===== config.mk =====
export PLATFORM = sky130hd
export DESIGN_NAME = spu_uart
export DESIGN_NICKNAME = d
export VERILOG_FILES = /design/src/hdl/spu_pkg.sv /design/src/hdl/spu_uart.sv /design/src/hdl/spu_buf.sv
export SDC_FILE = /design/constraint.sdc
export NUM_CORES = 1
export LEC_CHECK = 0
export ABC_AREA = 1
export BUFFER_PORTS_ARGS = -buffer_cell sky130_fd_sc_hd__buf_2
export CELL_PAD_IN_SITES_DETAIL_PLACEMENT = 1
export CELL_PAD_IN_SITES_GLOBAL_PLACEMENT = 1
export CORE_ASPECT_RATIO = 0.8
export CORE_UTILIZATION = 42
export CTS_CLUSTER_DIAMETER = 30
export DETAILED_ROUTE_END_ITERATION = 7
export GPL_TIMING_DRIVEN = 0
export PLACE_DENSITY_LB_ADDON = 0.12
export RECOVER_POWER = 25
export SETUP_SLACK_MARGIN = 0.05
export SYNTH_ARGS = -nofsm -noshare
export SYNTH_HDL_FRONTEND = slang
export SYNTH_SLANG_ARGS = --single-unit

===== constraint.sdc =====
create_clock -name aclk -period 4 [get_ports aclk]
set_input_delay 0.4 -clock aclk [delete_from_list [all_inputs] [get_ports aclk]]
set_output_delay 0.4 -clock aclk [all_outputs]
set_load 0.02 [all_outputs]

===== src/hdl/spu_pkg.sv =====
package spu_pkg;

  localparam int unsigned CLK_HZ        = 10_000_000;
  localparam int unsigned MS_PER_S      = 1000;
  localparam int unsigned MS_CYCLES     = CLK_HZ / MS_PER_S;
  localparam int unsigned BAUD_RST_BPS  = 115200;
  localparam int unsigned BAUD_MIN_BPS  = 50;
  localparam int unsigned BAUD_MAX_BPS  = 921600;
  localparam int unsigned RTS_DLY_MAX_MS = 100;

  localparam logic [7:0]  ADDR_BAUD   = 8'h00;
  localparam logic [7:0]  ADDR_CFG    = 8'h04;
  localparam logic [7:0]  ADDR_RTSDLY = 8'h08;
  localparam logic [7:0]  ADDR_TXDATA = 8'h0C;
  localparam logic [7:0]  ADDR_RXDATA = 8'h10;
  localparam logic [7:0]  ADDR_STATUS = 8'h14;

  localparam int unsigned CFG_PAR_LSB  = 0;
  localparam int unsigned CFG_STOP2    = 3;
  localparam int unsigned CFG_FLOW_LSB = 4;
  localparam int unsigned CFG_FIFO     = 6;
  localparam int unsigned CFG_IF_LSB   = 7;
  localparam int unsigned DLY_OFF_LSB  = 16;
  localparam int unsigned ST_PERR      = 3;
  localparam int unsigned ST_FERR      = 4;
  localparam int unsigned ST_OVR       = 5;

  localparam logic [19:0] BAUD_RST   = 20'(CLK_HZ / BAUD_RST_BPS);
  localparam logic [8:0]  CFG_RST    = 9'h040;
  localparam logic [6:0]  DLY_RST    = 7'h00;
  localparam logic [6:0]  DLY_MAX    = 7'(RTS_DLY_MAX_MS);
  localparam logic [1:0]  RESP_OKAY  = 2'h0;
  localparam logic [1:0]  RESP_SLVERR = 2'h2;

  typedef enum logic [2:0] {
    PAR_NONE  = 3'b000,
    PAR_ODD   = 3'b001,
    PAR_EVEN  = 3'b010,
    PAR_MARK  = 3'b011,
    PAR_SPACE = 3'b100
  } spu_par_t;

  typedef enum logic [1:0] {
    FLOW_NONE   = 2'b00,
    FLOW_HW     = 2'b01,
    FLOW_TOGGLE = 2'b10
  } spu_flow_t;

  typedef enum logic [1:0] {
    IF_SINGLE = 2'b00,
    IF_2WIRE  = 2'b01,
    IF_4WIRE  = 2'b10,
    IF_P2P    = 2'b11
  } spu_if_t;

  typedef struct packed {
    logic        awvalid;
    logic [7:0]  awaddr;
    logic        wvalid;
    logic [31:0] wdata;
    logic [3:0]  wstrb;
    logic        bready;
    logic        arvalid;
    logic [7:0]  araddr;
    logic        rready;
  } spu_axi_req_t;

  typedef struct packed {
    logic        awready;
    logic        wready;
    logic        bvalid;
    logic [1:0]  bresp;
    logic        arready;
    logic        rvalid;
    logic [31:0] rdata;
    logic [1:0]  rresp;
  } spu_axi_rsp_t;

  typedef struct packed {
    logic rxd;
    logic cts_n;
  } spu_ser_in_t;

  typedef struct packed {
    logic txd;
    logic rts_n;
    logic de;
    logic re_n;
  } spu_ser_out_t;

  function automatic logic spu_par_bit(input logic [2:0] mode, input logic [7:0] d);
    case (mode)
      PAR_ODD:  spu_par_bit = ~(^d);
      PAR_EVEN: spu_par_bit = ^d;
      PAR_MARK: spu_par_bit = 1'b1;
      default:  spu_par_bit = 1'b0;
    endcase
  endfunction

  function automatic logic [31:0] spu_merge(input logic [31:0] old, input logic [31:0] nw,
                                            input logic [3:0] strb);
    for (int i = 0; i < 4; i++) begin
      spu_merge[i*8 +: 8] = strb[i] ? nw[i*8 +: 8] : old[i*8 +: 8];
    end
  endfunction

endpackage


===== src/hdl/spu_uart.sv =====
// Operation
// - Baud divisor register covers bit rates from 50 to 921600 bps.
// - Parity is none, odd, even, forced one or forced zero.
// - Toggle mode keeps request-to-send inactive while nothing waits to send.
// - Toggle mode raises request-to-send before data, drops it after completion.
// - Toggle mode applies programmable 0-100 ms on and off delays.
// - Line interface selects single-ended, 2-wire, 4-wire or point-to-point differential.
module spu_uart
  import spu_pkg::*;
#(
  parameter int unsigned MS_CYC = spu_pkg::MS_CYCLES
) (
  input  wire logic                  aclk,
  input  wire logic                  aresetn,
  input  wire spu_pkg::spu_axi_req_t axi_req,
  output spu_pkg::spu_axi_rsp_t      axi_rsp,
  input  wire spu_pkg::spu_ser_in_t  ser_in,
  output spu_pkg::spu_ser_out_t      ser_out
);
  import spu_pkg::*;

  typedef enum logic [2:0] {
    T_IDLE  = 3'b000,
    T_LEAD  = 3'b001,
    T_START = 3'b010,
    T_DATA  = 3'b011,
    T_PAR   = 3'b100,
    T_STOP  = 3'b101,
    T_TAIL  = 3'b110
  } spu_tx_st_t;

  typedef enum logic [2:0] {
    R_IDLE  = 3'b000,
    R_START = 3'b001,
    R_DATA  = 3'b010,
    R_PAR   = 3'b011,
    R_STOP  = 3'b100
  } spu_rx_st_t;

  typedef struct packed {
    logic        aw_have;
    logic [7:0]  aw_addr;
    logic        w_have;
    logic [31:0] w_data;
    logic [3:0]  w_strb;
    spu_axi_rsp_t rsp;
    logic [19:0] baud;
    logic [8:0]  cfg;
    logic [6:0]  on_ms;
    logic [6:0]  off_ms;
    logic        perr;
    logic        ferr;
    logic        ovr;
    logic [2:0]  rx_s;
    logic [2:0]  cts_s;
    logic        rxd_f;
    logic        cts_f;
    spu_tx_st_t  tx_st;
    logic [19:0] tx_cnt;
    logic [2:0]  tx_bit;
    logic [7:0]  tx_sh;
    logic [19:0] ms_div;
    logic [6:0]  ms_num;
    spu_ser_out_t ser;
    spu_rx_st_t  rx_st;
    logic [19:0] rx_cnt;
    logic [2:0]  rx_bit;
    logic [7:0]  rx_sh;
    logic        rx_pe;
  } spu_st_t;

  localparam spu_st_t ST_RST = '{
    baud:   BAUD_RST,
    cfg:    CFG_RST,
    on_ms:  DLY_RST,
    off_ms: DLY_RST,
    rx_s:   3'h7,
    cts_s:  3'h7,
    rxd_f:  1'b1,
    cts_f:  1'b0,
    ser:    '{txd: 1'b1, rts_n: 1'b0, de: 1'b0, re_n: 1'b0},
    tx_st:  T_IDLE,
    rx_st:  R_IDLE,
    default: '0
  };

  spu_st_t    s_r;
  spu_st_t    s_nxt;
  logic       txb_rdy;
  logic       txb_v;
  logic [7:0] txb_d;
  logic       rxb_rdy;
  logic       rxb_v;
  logic [7:0] rxb_d;
  logic       tx_push;
  logic       tx_take;
  logic       rx_push;
  logic       rx_pop;

  spu_par_t   par;
  spu_flow_t  flow;
  spu_if_t    ifc;
  logic       rx_room;
  logic       tx_go;
  logic       tx_end;
  logic       rx_end;
  logic       ms_tick;
  logic [31:0] mrg;
  logic [31:0] rd;
  logic [1:0] rr;

  assign axi_rsp = s_r.rsp;
  assign ser_out = s_r.ser;

  ////////////////////////////////////////////////////////////////////////////
  // Transmit and receive holding buffers
  spu_buf #(.W(8), .DEPTH(2)) u_txb (
    .aclk      (aclk),
    .aresetn   (aresetn),
    .in_valid  (tx_push),
    .in_data   (s_r.w_data[7:0]),
    .in_ready  (txb_rdy),
    .out_valid (txb_v),
    .out_data  (txb_d),
    .out_ready (tx_take)
  );

  spu_buf #(.W(8), .DEPTH(2)) u_rxb (
    .aclk      (aclk),
    .aresetn   (aresetn),
    .in_valid  (rx_push),
    .in_data   (s_r.rx_sh),
    .in_ready  (rxb_rdy),
    .out_valid (rxb_v),
    .out_data  (rxb_d),
    .out_ready (rx_pop)
  );

  ////////////////////////////////////////////////////////////////////////////
  always_comb begin
    s_nxt   = s_r;
    tx_push = 1'b0;
    tx_take = 1'b0;
    rx_push = 1'b0;
    rx_pop  = 1'b0;
    rd      = '0;
    rr      = RESP_OKAY;
    par     = spu_par_t'(s_r.cfg[CFG_PAR_LSB +: 3]);
    flow    = spu_flow_t'(s_r.cfg[CFG_FLOW_LSB +: 2]);
    ifc     = spu_if_t'(s_r.cfg[CFG_IF_LSB +: 2]);
    rx_room = s_r.cfg[CFG_FIFO] ? rxb_rdy : !rxb_v;
    tx_go   = txb_v && (flow != FLOW_HW || s_r.cts_f);
    tx_end  = (s_r.tx_cnt >= s_r.baud - 20'h00001);
    rx_end  = (s_r.rx_cnt >= s_r.baud - 20'h00001);
    ms_tick = (s_r.ms_div == 20'(MS_CYC - 1));
    mrg     = spu_merge('0, s_r.w_data, s_r.w_strb);

    // Bus write: address and data held separately, then applied together
    if (axi_req.awvalid && s_r.rsp.awready) begin
      s_nxt.aw_have = 1'b1;
      s_nxt.aw_addr = axi_req.awaddr;
    end
    if (axi_req.wvalid && s_r.rsp.wready) begin
      s_nxt.w_have = 1'b1;
      s_nxt.w_data = axi_req.wdata;
      s_nxt.w_strb = axi_req.wstrb;
    end
    if (s_r.rsp.bvalid && axi_req.bready) begin
      s_nxt.rsp.bvalid = 1'b0;
    end
    if (s_r.aw_have && s_r.w_have && !s_r.rsp.bvalid &&
        (s_r.aw_addr != ADDR_TXDATA || !s_r.w_strb[0] || txb_rdy)) begin
      s_nxt.aw_have    = 1'b0;
      s_nxt.w_have     = 1'b0;
      s_nxt.rsp.bvalid = 1'b1;
      s_nxt.rsp.bresp  = RESP_OKAY;
      case (s_r.aw_addr)
        ADDR_BAUD: begin
          s_nxt.baud = 20'(spu_merge({12'h000, s_r.baud}, s_r.w_data, s_r.w_strb));
        end
        ADDR_CFG: begin
          s_nxt.cfg = 9'(spu_merge({23'h000000, s_r.cfg}, s_r.w_data, s_r.w_strb));
        end
        ADDR_RTSDLY: begin
          if (s_r.w_strb[0]) begin
            s_nxt.on_ms = (mrg[6:0] > DLY_MAX) ? DLY_MAX : mrg[6:0];
          end
          if (s_r.w_strb[2]) begin
            s_nxt.off_ms = (mrg[22:16] > DLY_MAX) ? DLY_MAX : mrg[22:16];
          end
        end
        ADDR_TXDATA: begin
          tx_push = s_r.w_strb[0];
        end
        ADDR_STATUS: begin
          if (s_r.w_strb[0]) begin
            s_nxt.perr = s_r.perr && !s_r.w_data[ST_PERR];
            s_nxt.ferr = s_r.ferr && !s_r.w_data[ST_FERR];
            s_nxt.ovr  = s_r.ovr && !s_r.w_data[ST_OVR];
          end
        end
        default: begin
          s_nxt.rsp.bresp = RESP_SLVERR;
        end
      endcase
    end
    s_nxt.rsp.awready = !s_nxt.aw_have && !s_nxt.rsp.bvalid;
    s_nxt.rsp.wready  = !s_nxt.w_have && !s_nxt.rsp.bvalid;

    // Bus read
    if (s_r.rsp.rvalid && axi_req.rready) begin
      s_nxt.rsp.rvalid = 1'b0;
    end
    if (axi_req.arvalid && s_r.rsp.arready) begin
      case (axi_req.araddr)
        ADDR_BAUD:   rd = {12'h000, s_r.baud};
        ADDR_CFG:    rd = {23'h000000, s_r.cfg};
        ADDR_RTSDLY: rd = {9'h000, s_r.off_ms, 9'h000, s_r.on_ms};
        ADDR_TXDATA: rd = '0;
        ADDR_RXDATA: begin
          rd     = {23'h000000, rxb_v, rxb_d};
          rx_pop = rxb_v;
        end
        ADDR_STATUS: rd = {24'h000000, s_r.cts_f, !s_r.ser.rts_n, s_r.ovr, s_r.ferr,
                           s_r.perr, (s_r.tx_st != T_IDLE), !txb_rdy, rxb_v};
        default:     rr = RESP_SLVERR;
      endcase
      s_nxt.rsp.rvalid = 1'b1;
      s_nxt.rsp.rdata  = rd;
      s_nxt.rsp.rresp  = rr;
    end
    s_nxt.rsp.arready = !s_nxt.rsp.rvalid;

    ////////////////////////////////////////////////////////////////////////////
    // Pin synchronisers: a level counts once the second and third stage agree
    s_nxt.rx_s  = {s_r.rx_s[1:0], ser_in.rxd};
    s_nxt.cts_s = {s_r.cts_s[1:0], ser_in.cts_n};
    if (s_r.rx_s[1] == s_r.rx_s[2]) begin
      s_nxt.rxd_f = s_r.rx_s[2];
    end
    if (s_r.cts_s[1] == s_r.cts_s[2]) begin
      s_nxt.cts_f = !s_r.cts_s[2];
    end

    ////////////////////////////////////////////////////////////////////////////
    // Transmitter
    s_nxt.tx_cnt = tx_end ? '0 : s_r.tx_cnt + 20'h00001;
    s_nxt.ms_div = ms_tick ? '0 : s_r.ms_div + 20'h00001;
    if (ms_tick) begin
      s_nxt.ms_num = s_r.ms_num + 7'h01;
    end
    case (s_r.tx_st)
      T_IDLE: begin
        s_nxt.ser.txd = 1'b1;
        if (flow == FLOW_TOGGLE) begin
          s_nxt.ser.rts_n = 1'b1;
        end
        if (tx_go) begin
          s_nxt.ms_div = '0;
          s_nxt.ms_num = '0;
          s_nxt.tx_st  = (flow == FLOW_TOGGLE) ? T_LEAD : T_START;
          if (flow == FLOW_TOGGLE) begin
            s_nxt.ser.rts_n = 1'b0;
          end else begin
            tx_take       = 1'b1;
            s_nxt.tx_sh   = txb_d;
            s_nxt.tx_cnt  = '0;
            s_nxt.ser.txd = 1'b0;
          end
        end
      end
      T_LEAD: begin
        if (s_r.ms_num >= s_r.on_ms) begin
          tx_take       = 1'b1;
          s_nxt.tx_sh   = txb_d;
          s_nxt.tx_cnt  = '0;
          s_nxt.ser.txd = 1'b0;
          s_nxt.tx_st   = T_START;
        end
      end
      T_START: begin
        if (tx_end) begin
          s_nxt.tx_st   = T_DATA;
          s_nxt.tx_bit  = '0;
          s_nxt.ser.txd = s_r.tx_sh[0];
        end
      end
      T_DATA: begin
        if (tx_end) begin
          s_nxt.tx_bit  = s_r.tx_bit + 3'h1;
          s_nxt.ser.txd = s_r.tx_sh[s_r.tx_bit + 3'h1];
          if (s_r.tx_bit == 3'h7) begin
            s_nxt.tx_bit = '0;
            if (par != PAR_NONE) begin
              s_nxt.tx_st   = T_PAR;
              s_nxt.ser.txd = spu_par_bit(par, s_r.tx_sh);
            end else begin
              s_nxt.tx_st   = T_STOP;
              s_nxt.ser.txd = 1'b1;
            end
          end
        end
      end
      T_PAR: begin
        if (tx_end) begin
          s_nxt.tx_st   = T_STOP;
          s_nxt.ser.txd = 1'b1;
        end
      end
      T_STOP: begin
        if (tx_end) begin
          if (s_r.tx_bit == 3'h0 && s_r.cfg[CFG_STOP2]) begin
            s_nxt.tx_bit = 3'h1;
          end else if (tx_go) begin
            tx_take       = 1'b1;
            s_nxt.tx_sh   = txb_d;
            s_nxt.ser.txd = 1'b0;
            s_nxt.tx_st   = T_START;
          end else begin
            s_nxt.ms_div = '0;
            s_nxt.ms_num = '0;
            s_nxt.tx_st  = (flow == FLOW_TOGGLE) ? T_TAIL : T_IDLE;
          end
        end
      end
      T_TAIL: begin
        if (s_r.ms_num >= s_r.off_ms) begin
          s_nxt.ser.rts_n = 1'b1;
          s_nxt.tx_st     = T_IDLE;
        end
      end
      default: s_nxt.tx_st = T_IDLE;
    endcase
    if (flow == FLOW_NONE) begin
      s_nxt.ser.rts_n = 1'b0;
    end else if (flow == FLOW_HW) begin
      s_nxt.ser.rts_n = !rx_room;
    end

    // Line driver enables per interface mode
    case (ifc)
      IF_SINGLE: begin
        s_nxt.ser.de   = 1'b0;
        s_nxt.ser.re_n = 1'b0;
      end
      IF_2WIRE: begin
        s_nxt.ser.de   = (s_nxt.tx_st >= T_START) && (s_nxt.tx_st <= T_STOP);
        s_nxt.ser.re_n = s_nxt.ser.de;
      end
      default: begin
        s_nxt.ser.de   = 1'b1;
        s_nxt.ser.re_n = 1'b0;
      end
    endcase

    ////////////////////////////////////////////////////////////////////////////
    // Receiver; in 2-wire mode our own echo is ignored
    s_nxt.rx_cnt = rx_end ? '0 : s_r.rx_cnt + 20'h00001;
    case (s_r.rx_st)
      R_IDLE: begin
        s_nxt.rx_cnt = '0;
        if (!s_r.rxd_f && !s_r.ser.re_n) begin
          s_nxt.rx_st = R_START;
        end
      end
      R_START: begin
        if (s_r.rx_cnt >= {1'b0, s_r.baud[19:1]}) begin
          s_nxt.rx_cnt = '0;
          s_nxt.rx_bit = '0;
          s_nxt.rx_pe  = 1'b0;
          s_nxt.rx_st  = s_r.rxd_f ? R_IDLE : R_DATA;
        end
      end
      R_DATA: begin
        if (rx_end) begin
          s_nxt.rx_sh[s_r.rx_bit] = s_r.rxd_f;
          s_nxt.rx_bit = s_r.rx_bit + 3'h1;
          if (s_r.rx_bit == 3'h7) begin
            s_nxt.rx_st = (par != PAR_NONE) ? R_PAR : R_STOP;
          end
        end
      end
      R_PAR: begin
        if (rx_end) begin
          s_nxt.rx_pe = (s_r.rxd_f != spu_par_bit(par, s_r.rx_sh));
          s_nxt.rx_st = R_STOP;
        end
      end
      R_STOP: begin
        if (rx_end) begin
          s_nxt.rx_st = R_IDLE;
          rx_push     = rx_room;
          if (!rx_room) begin
            s_nxt.ovr = 1'b1;
          end
          if (!s_r.rxd_f) begin
            s_nxt.ferr = 1'b1;
          end
          if (s_r.rx_pe) begin
            s_nxt.perr = 1'b1;
          end
        end
      end
      default: s_nxt.rx_st = R_IDLE;
    endcase
  end

  always_ff @(posedge aclk) begin
    if (!aresetn) begin
      s_r <= ST_RST;
    end else begin
      s_r <= s_nxt;
    end
  end
endmodule


===== src/hdl/spu_buf.sv =====
module spu_buf #(
  parameter int unsigned W     = 8,
  parameter int unsigned DEPTH = 2
) (
  input  wire logic         aclk,
  input  wire logic         aresetn,
  input  wire logic         in_valid,
  input  wire logic [W-1:0] in_data,
  output logic              in_ready,
  output logic              out_valid,
  output logic [W-1:0]      out_data,
  input  wire logic         out_ready
);
  localparam int unsigned AW = (DEPTH > 1) ? $clog2(DEPTH) : 1;

  typedef struct packed {
    logic [DEPTH-1:0][W-1:0] mem;
    logic [AW-1:0]           wp;
    logic [AW-1:0]           rp;
    logic [AW:0]             cnt;
  } spu_buf_st_t;

  spu_buf_st_t s_r;
  spu_buf_st_t s_nxt;
  logic        push;
  logic        pop;

  assign in_ready  = (s_r.cnt != (AW+1)'(DEPTH));
  assign out_valid = (s_r.cnt != '0);
  assign out_data  = s_r.mem[s_r.rp];
  assign push      = in_valid && in_ready;
  assign pop       = out_valid && out_ready;

  always_comb begin
    s_nxt = s_r;
    if (push) begin
      s_nxt.mem[s_r.wp] = in_data;
      s_nxt.wp = (s_r.wp == AW'(DEPTH - 1)) ? '0 : s_r.wp + AW'(1);
    end
    if (pop) begin
      s_nxt.rp = (s_r.rp == AW'(DEPTH - 1)) ? '0 : s_r.rp + AW'(1);
    end
    if (push && !pop) begin
      s_nxt.cnt = s_r.cnt + (AW+1)'(1);
    end else if (pop && !push) begin
      s_nxt.cnt = s_r.cnt - (AW+1)'(1);
    end
  end

  always_ff @(posedge aclk) begin
    if (!aresetn) begin
      s_r <= '0;
    end else begin
      s_r <= s_nxt;
    end
  end
endmodule


==> impl_metrics.env <==
export IMPL_status="completed"
export IMPL_drv_cap=0
export IMPL_num_fill_cells=4114
export IMPL_slew_headroom=0.242
export IMPL_seqPwrFrac=0.303
export IMPL_h_tree_depth=3
export IMPL_netlist_top_cells_count="nor2_1, nand2_1, dfxtp_1, inv_1, a21oi_1"
export IMPL_drive_gt1_frac=0.135
export IMPL_grt_pass1_vias=14000
export IMPL_syn_area_per_cell_sq_um=7.21
export IMPL_setup_ws_ns=0.289
export IMPL_grt_antenna_before_repair=1
export IMPL_synth_ff_type="dfxtp_1"
export IMPL_async_reset_ff_frac=0
export IMPL_placedCellCount=2441
export IMPL_grt_util_met1=0.399
export IMPL_via_count=13800
export IMPL_p_comb_frac=0.075
export IMPL_clockBufferDepth=3
export IMPL_final_util=0.534
export IMPL_grt_use_total=0.292
export IMPL_yosysMostFrequentCell="nor2_1"
export IMPL_use_met2=0.459
export IMPL_dr_pass1_iters=5
export IMPL_cts_inserted_buffers=68
export IMPL_gr_max_usage_layer="met2"
export IMPL_path_max_fanout=4
export IMPL_tightest_slew_ns=1.14
export IMPL_grt_max_degree=11
export IMPL_path_class="flop to flop"
export IMPL_antenna_left=0
export IMPL_final_cells=2570
export IMPL_postCtsHoldBufs=0
export IMPL_synth_seq_cells=260
export IMPL_netlist_area_leader_share=0.376
export IMPL_p_per_area_nw_per_um2=522
export IMPL_reg2reg_from="s_r[135]$_SDFFE_PN1P_"
export IMPL_vias_per_cell=5.36
export IMPL_intPower_mw=6.79
export IMPL_gr_usage_met3=0.0549
export IMPL_wl_per_cell_microns=19.1
export IMPL_drv_slew=0
export IMPL_hold_viol=0
export IMPL_cp_start_kind="flop"
export IMPL_fin_nets=2236
export IMPL_routed_wirelength_microns=49000
export IMPL_ir_drop_mv=0.347
export IMPL_finClkSkew_ns=0.0155
export IMPL_n_antenna_cell=0
export IMPL_yosysTopAreaCell="dfxtp_1"
export IMPL_pwr_share_clk=0.622
export IMPL_hpwl_microns=36300
export IMPL_rrSetupSlack_ns=0.29
export IMPL_overflow=0
export IMPL_cp_arrival_ns=4.15
export IMPL_switchingPower_mw=2.26
export IMPL_synth_seq_area_share=0.376
export IMPL_p_leak_nw=7.34
export IMPL_rows=59
export IMPL_min_path_type="input port to flop"
export IMPL_design_area_sq_um=17300
export IMPL_clock_root_buffer="clkbuf_16"
export IMPL_synthToLayoutAreaGrowth_pct=25.3
export IMPL_synth_edf_count=0
export IMPL_placed_area_sq_um=14800
export IMPL_clkTransAtPathRegs_ns=0.04
export IMPL_fp_dieH_microns=164
export IMPL_port_buffers=83
export IMPL_startpoint="s_r[135]$_SDFFE_PN1P_"
export IMPL_clk_latency_ns=0.56
export IMPL_min_period_over_period=0.928
export IMPL_yosys_warnings=0
export IMPL_start_util=0.426
export IMPL_drtIter0Drc=794
export IMPL_ios=106
export IMPL_syn_cell_area_sq_um=13800
export IMPL_drc=0
export IMPL_tritoncts="yes"
export IMPL_cp_end_kind="flop"
export IMPL_rsz0062_at_grt="false"
export IMPL_routabilityCongestion=0.863
export IMPL_ys_types=54
export IMPL_synthCells=1921
export IMPL_core_sq_um=32500
export IMPL_dieArea_sq_um=33700
export IMPL_chipWidth_microns=205
export IMPL_max_freq_mhz=269
export IMPL_worstSetupEndpoint="u_txb.s_r[1]$_SDFFE_PN0P_"
export IMPL_period_needed_ns=3.71
export IMPL_ys_top_cells_by_area="dfxtp_1, nor2_1, nand2_1, ha_1, inv_1"
export IMPL_reg2reg_depth=26
export IMPL_dpl_worst_slack_ns=-0.638
export IMPL_worstPathRequired_ns=4.44
export IMPL_r2r_end="u_txb.s_r[1]$_SDFFE_PN0P_"
export IMPL_switching_share=0.250
export IMPL_setup_viol=0
export IMPL_clock_sinks=260
export IMPL_grt_pass1_wl_microns=75800
[registers in the layout, indices dropped and copies added (netlist names)]
signal,flops
axi_rsp,30
flow,2
ifc,2
par,3
s_nxt,4
s_r,175
ser_out,4
u_rxb.s_r,20
u_txb.s_r,20
[worst max-delay path: stages (launching register included)]
cell and delay, ns:
dfxtp_2 0.37, inv_2 0.12, ha_4 0.17, nand2_2 0.09, nor2_4 0.20, nand2_2 0.13
nor2_4 0.14, nor2_1 0.09, ha_1 0.27, nand2_1 0.06, inv_1 0.06, nand3_1 0.10
nor3_2 0.12, nand2_1 0.07, nand2_1 0.10, nand2_1 0.07, nand2_1 0.07, nand3_2 0.09
nand2_4 0.13, nand2_1 0.12, nand2_4 0.09, nand2_1 0.10, ha_1 0.34, a21oi_1 0.15
o21ai_1 0.11, o21ai_1 0.14, a21oi_1 0.07
[worst min path at each step]
| stage | from | endpoint | cells after the start |
|---|---|---|---|
| floorplan | s_nxt[103]$_SDFF_PN1_ | s_nxt[104]$_SDFF_PN1_ | 1 |
| global placement | s_nxt[106]$_SDFF_PN1_ | s_nxt[107]$_SDFF_PN1_ | 1 |
| detailed placement | s_r[104]$_SDFF_PN1_ | s_r[100]$_SDFFE_PN0N_ | 1 |
| CTS | ser_in[1] | s_nxt[106]$_SDFF_PN1_ | 2 |
| global route | ser_in[1] | s_nxt[106]$_SDFF_PN1_ | 2 |
| finish | ser_in[1] | s_nxt[106]$_SDFF_PN1_ | 2 |
[cells in the final DEF, fill, tap and decap left out, types with 5 or more instances in the layout]
master and count:
clkbuf_8 12, a211oi_1 11, clkbuf_16 68, clkbuf_1 83, bufinv_16 9, a21oi_1 171, clkinvlp_4 6, ha_1 80
o31ai_1 5, nor4_1 8, nand2_2 7, nor3b_1 9, nor2_2 9, o211ai_1 16, conb_1 11, nor2_4 5
xor2_1 40, a221oi_1 8, nand3_2 7, nor2_1 280, buf_2 60, nand2_1 274, nand3b_1 6, buf_4 57
o21ai_0 159, inv_2 6, dfxtp_1 257, or2_2 5, o22ai_1 7, nand3_1 77, inv_1 236, nand4_1 34
a31oi_1 9, clkinv_2 7, xnor2_1 22, nor3_1 32
[logic make-up after synthesis]
kind of cell               Yosys count  share of synthesized area
AOI/OAI and AO/OA                  402                      0.159
xor gates and xnor gates            64                     0.0405
adders and majority gates           81                     0.0732
buffers and inverters              345                      0.108
DFF                                260                      0.376
muxes                                1                   0.000723
other                                1                   0.000271
and+or+nand+nor                    767                      0.242
[metal layers]
metal,wire length [microns],share of wire
met1,23000,0.47
met5,12,0.00024
met3,2860,0.058
met4,1440,0.029
met2,21700,0.44
[what timing repair did]
action	CTS	global route
pin swaps	2	4
gates resized for setup	12	21
setup buffers	3	7
cloned	0	0
setup endpoints to repair	80	52
hold endpoints to repair	0	0
[per-stage QoR]
stage | total power, mW | hold WS, ns | TNS [ns]
2_1_floorplan | 3.21 | 0.393 | 0
3_3_place_gp | 3.43 | 0.399 | -5.61
3_5_place_dp | 3.46 | 0.424 | -9.64
4_1_cts | 9.12 | 0.0223 | 0
5_1_grt | 9.35 | 0.0295 | 0
6_report | 9.06 | 0.0320 | 0
[cell type report]
cell class | instances | area [sq um] | share of cell area
Sequential cell | 260 | 5210 | 0.300
Buffer | 100 | 579 | 0.0334
Timing Repair Buffer | 93 | 449 | 0.0259
Clock inverter | 30 | 468 | 0.0270
Clock buffer | 89 | 1900 | 0.110
Inverter | 245 | 922 | 0.0532
Tap cell | 427 | 534 | 0.0308
Multi-Input combinational cell | 1326 | 7290 | 0.420
[power by group through the flow]
stage               clock, mW  combinational (mW)  sequential, mW
floorplan                   0               0.450            2.76
global placement            0               0.641            2.79
detailed placement          0               0.664            2.79
CTS                      5.70               0.677            2.75
global route             5.85               0.754            2.75
finish                   5.63               0.675            2.75
Power figures use the tool's default switching activity.
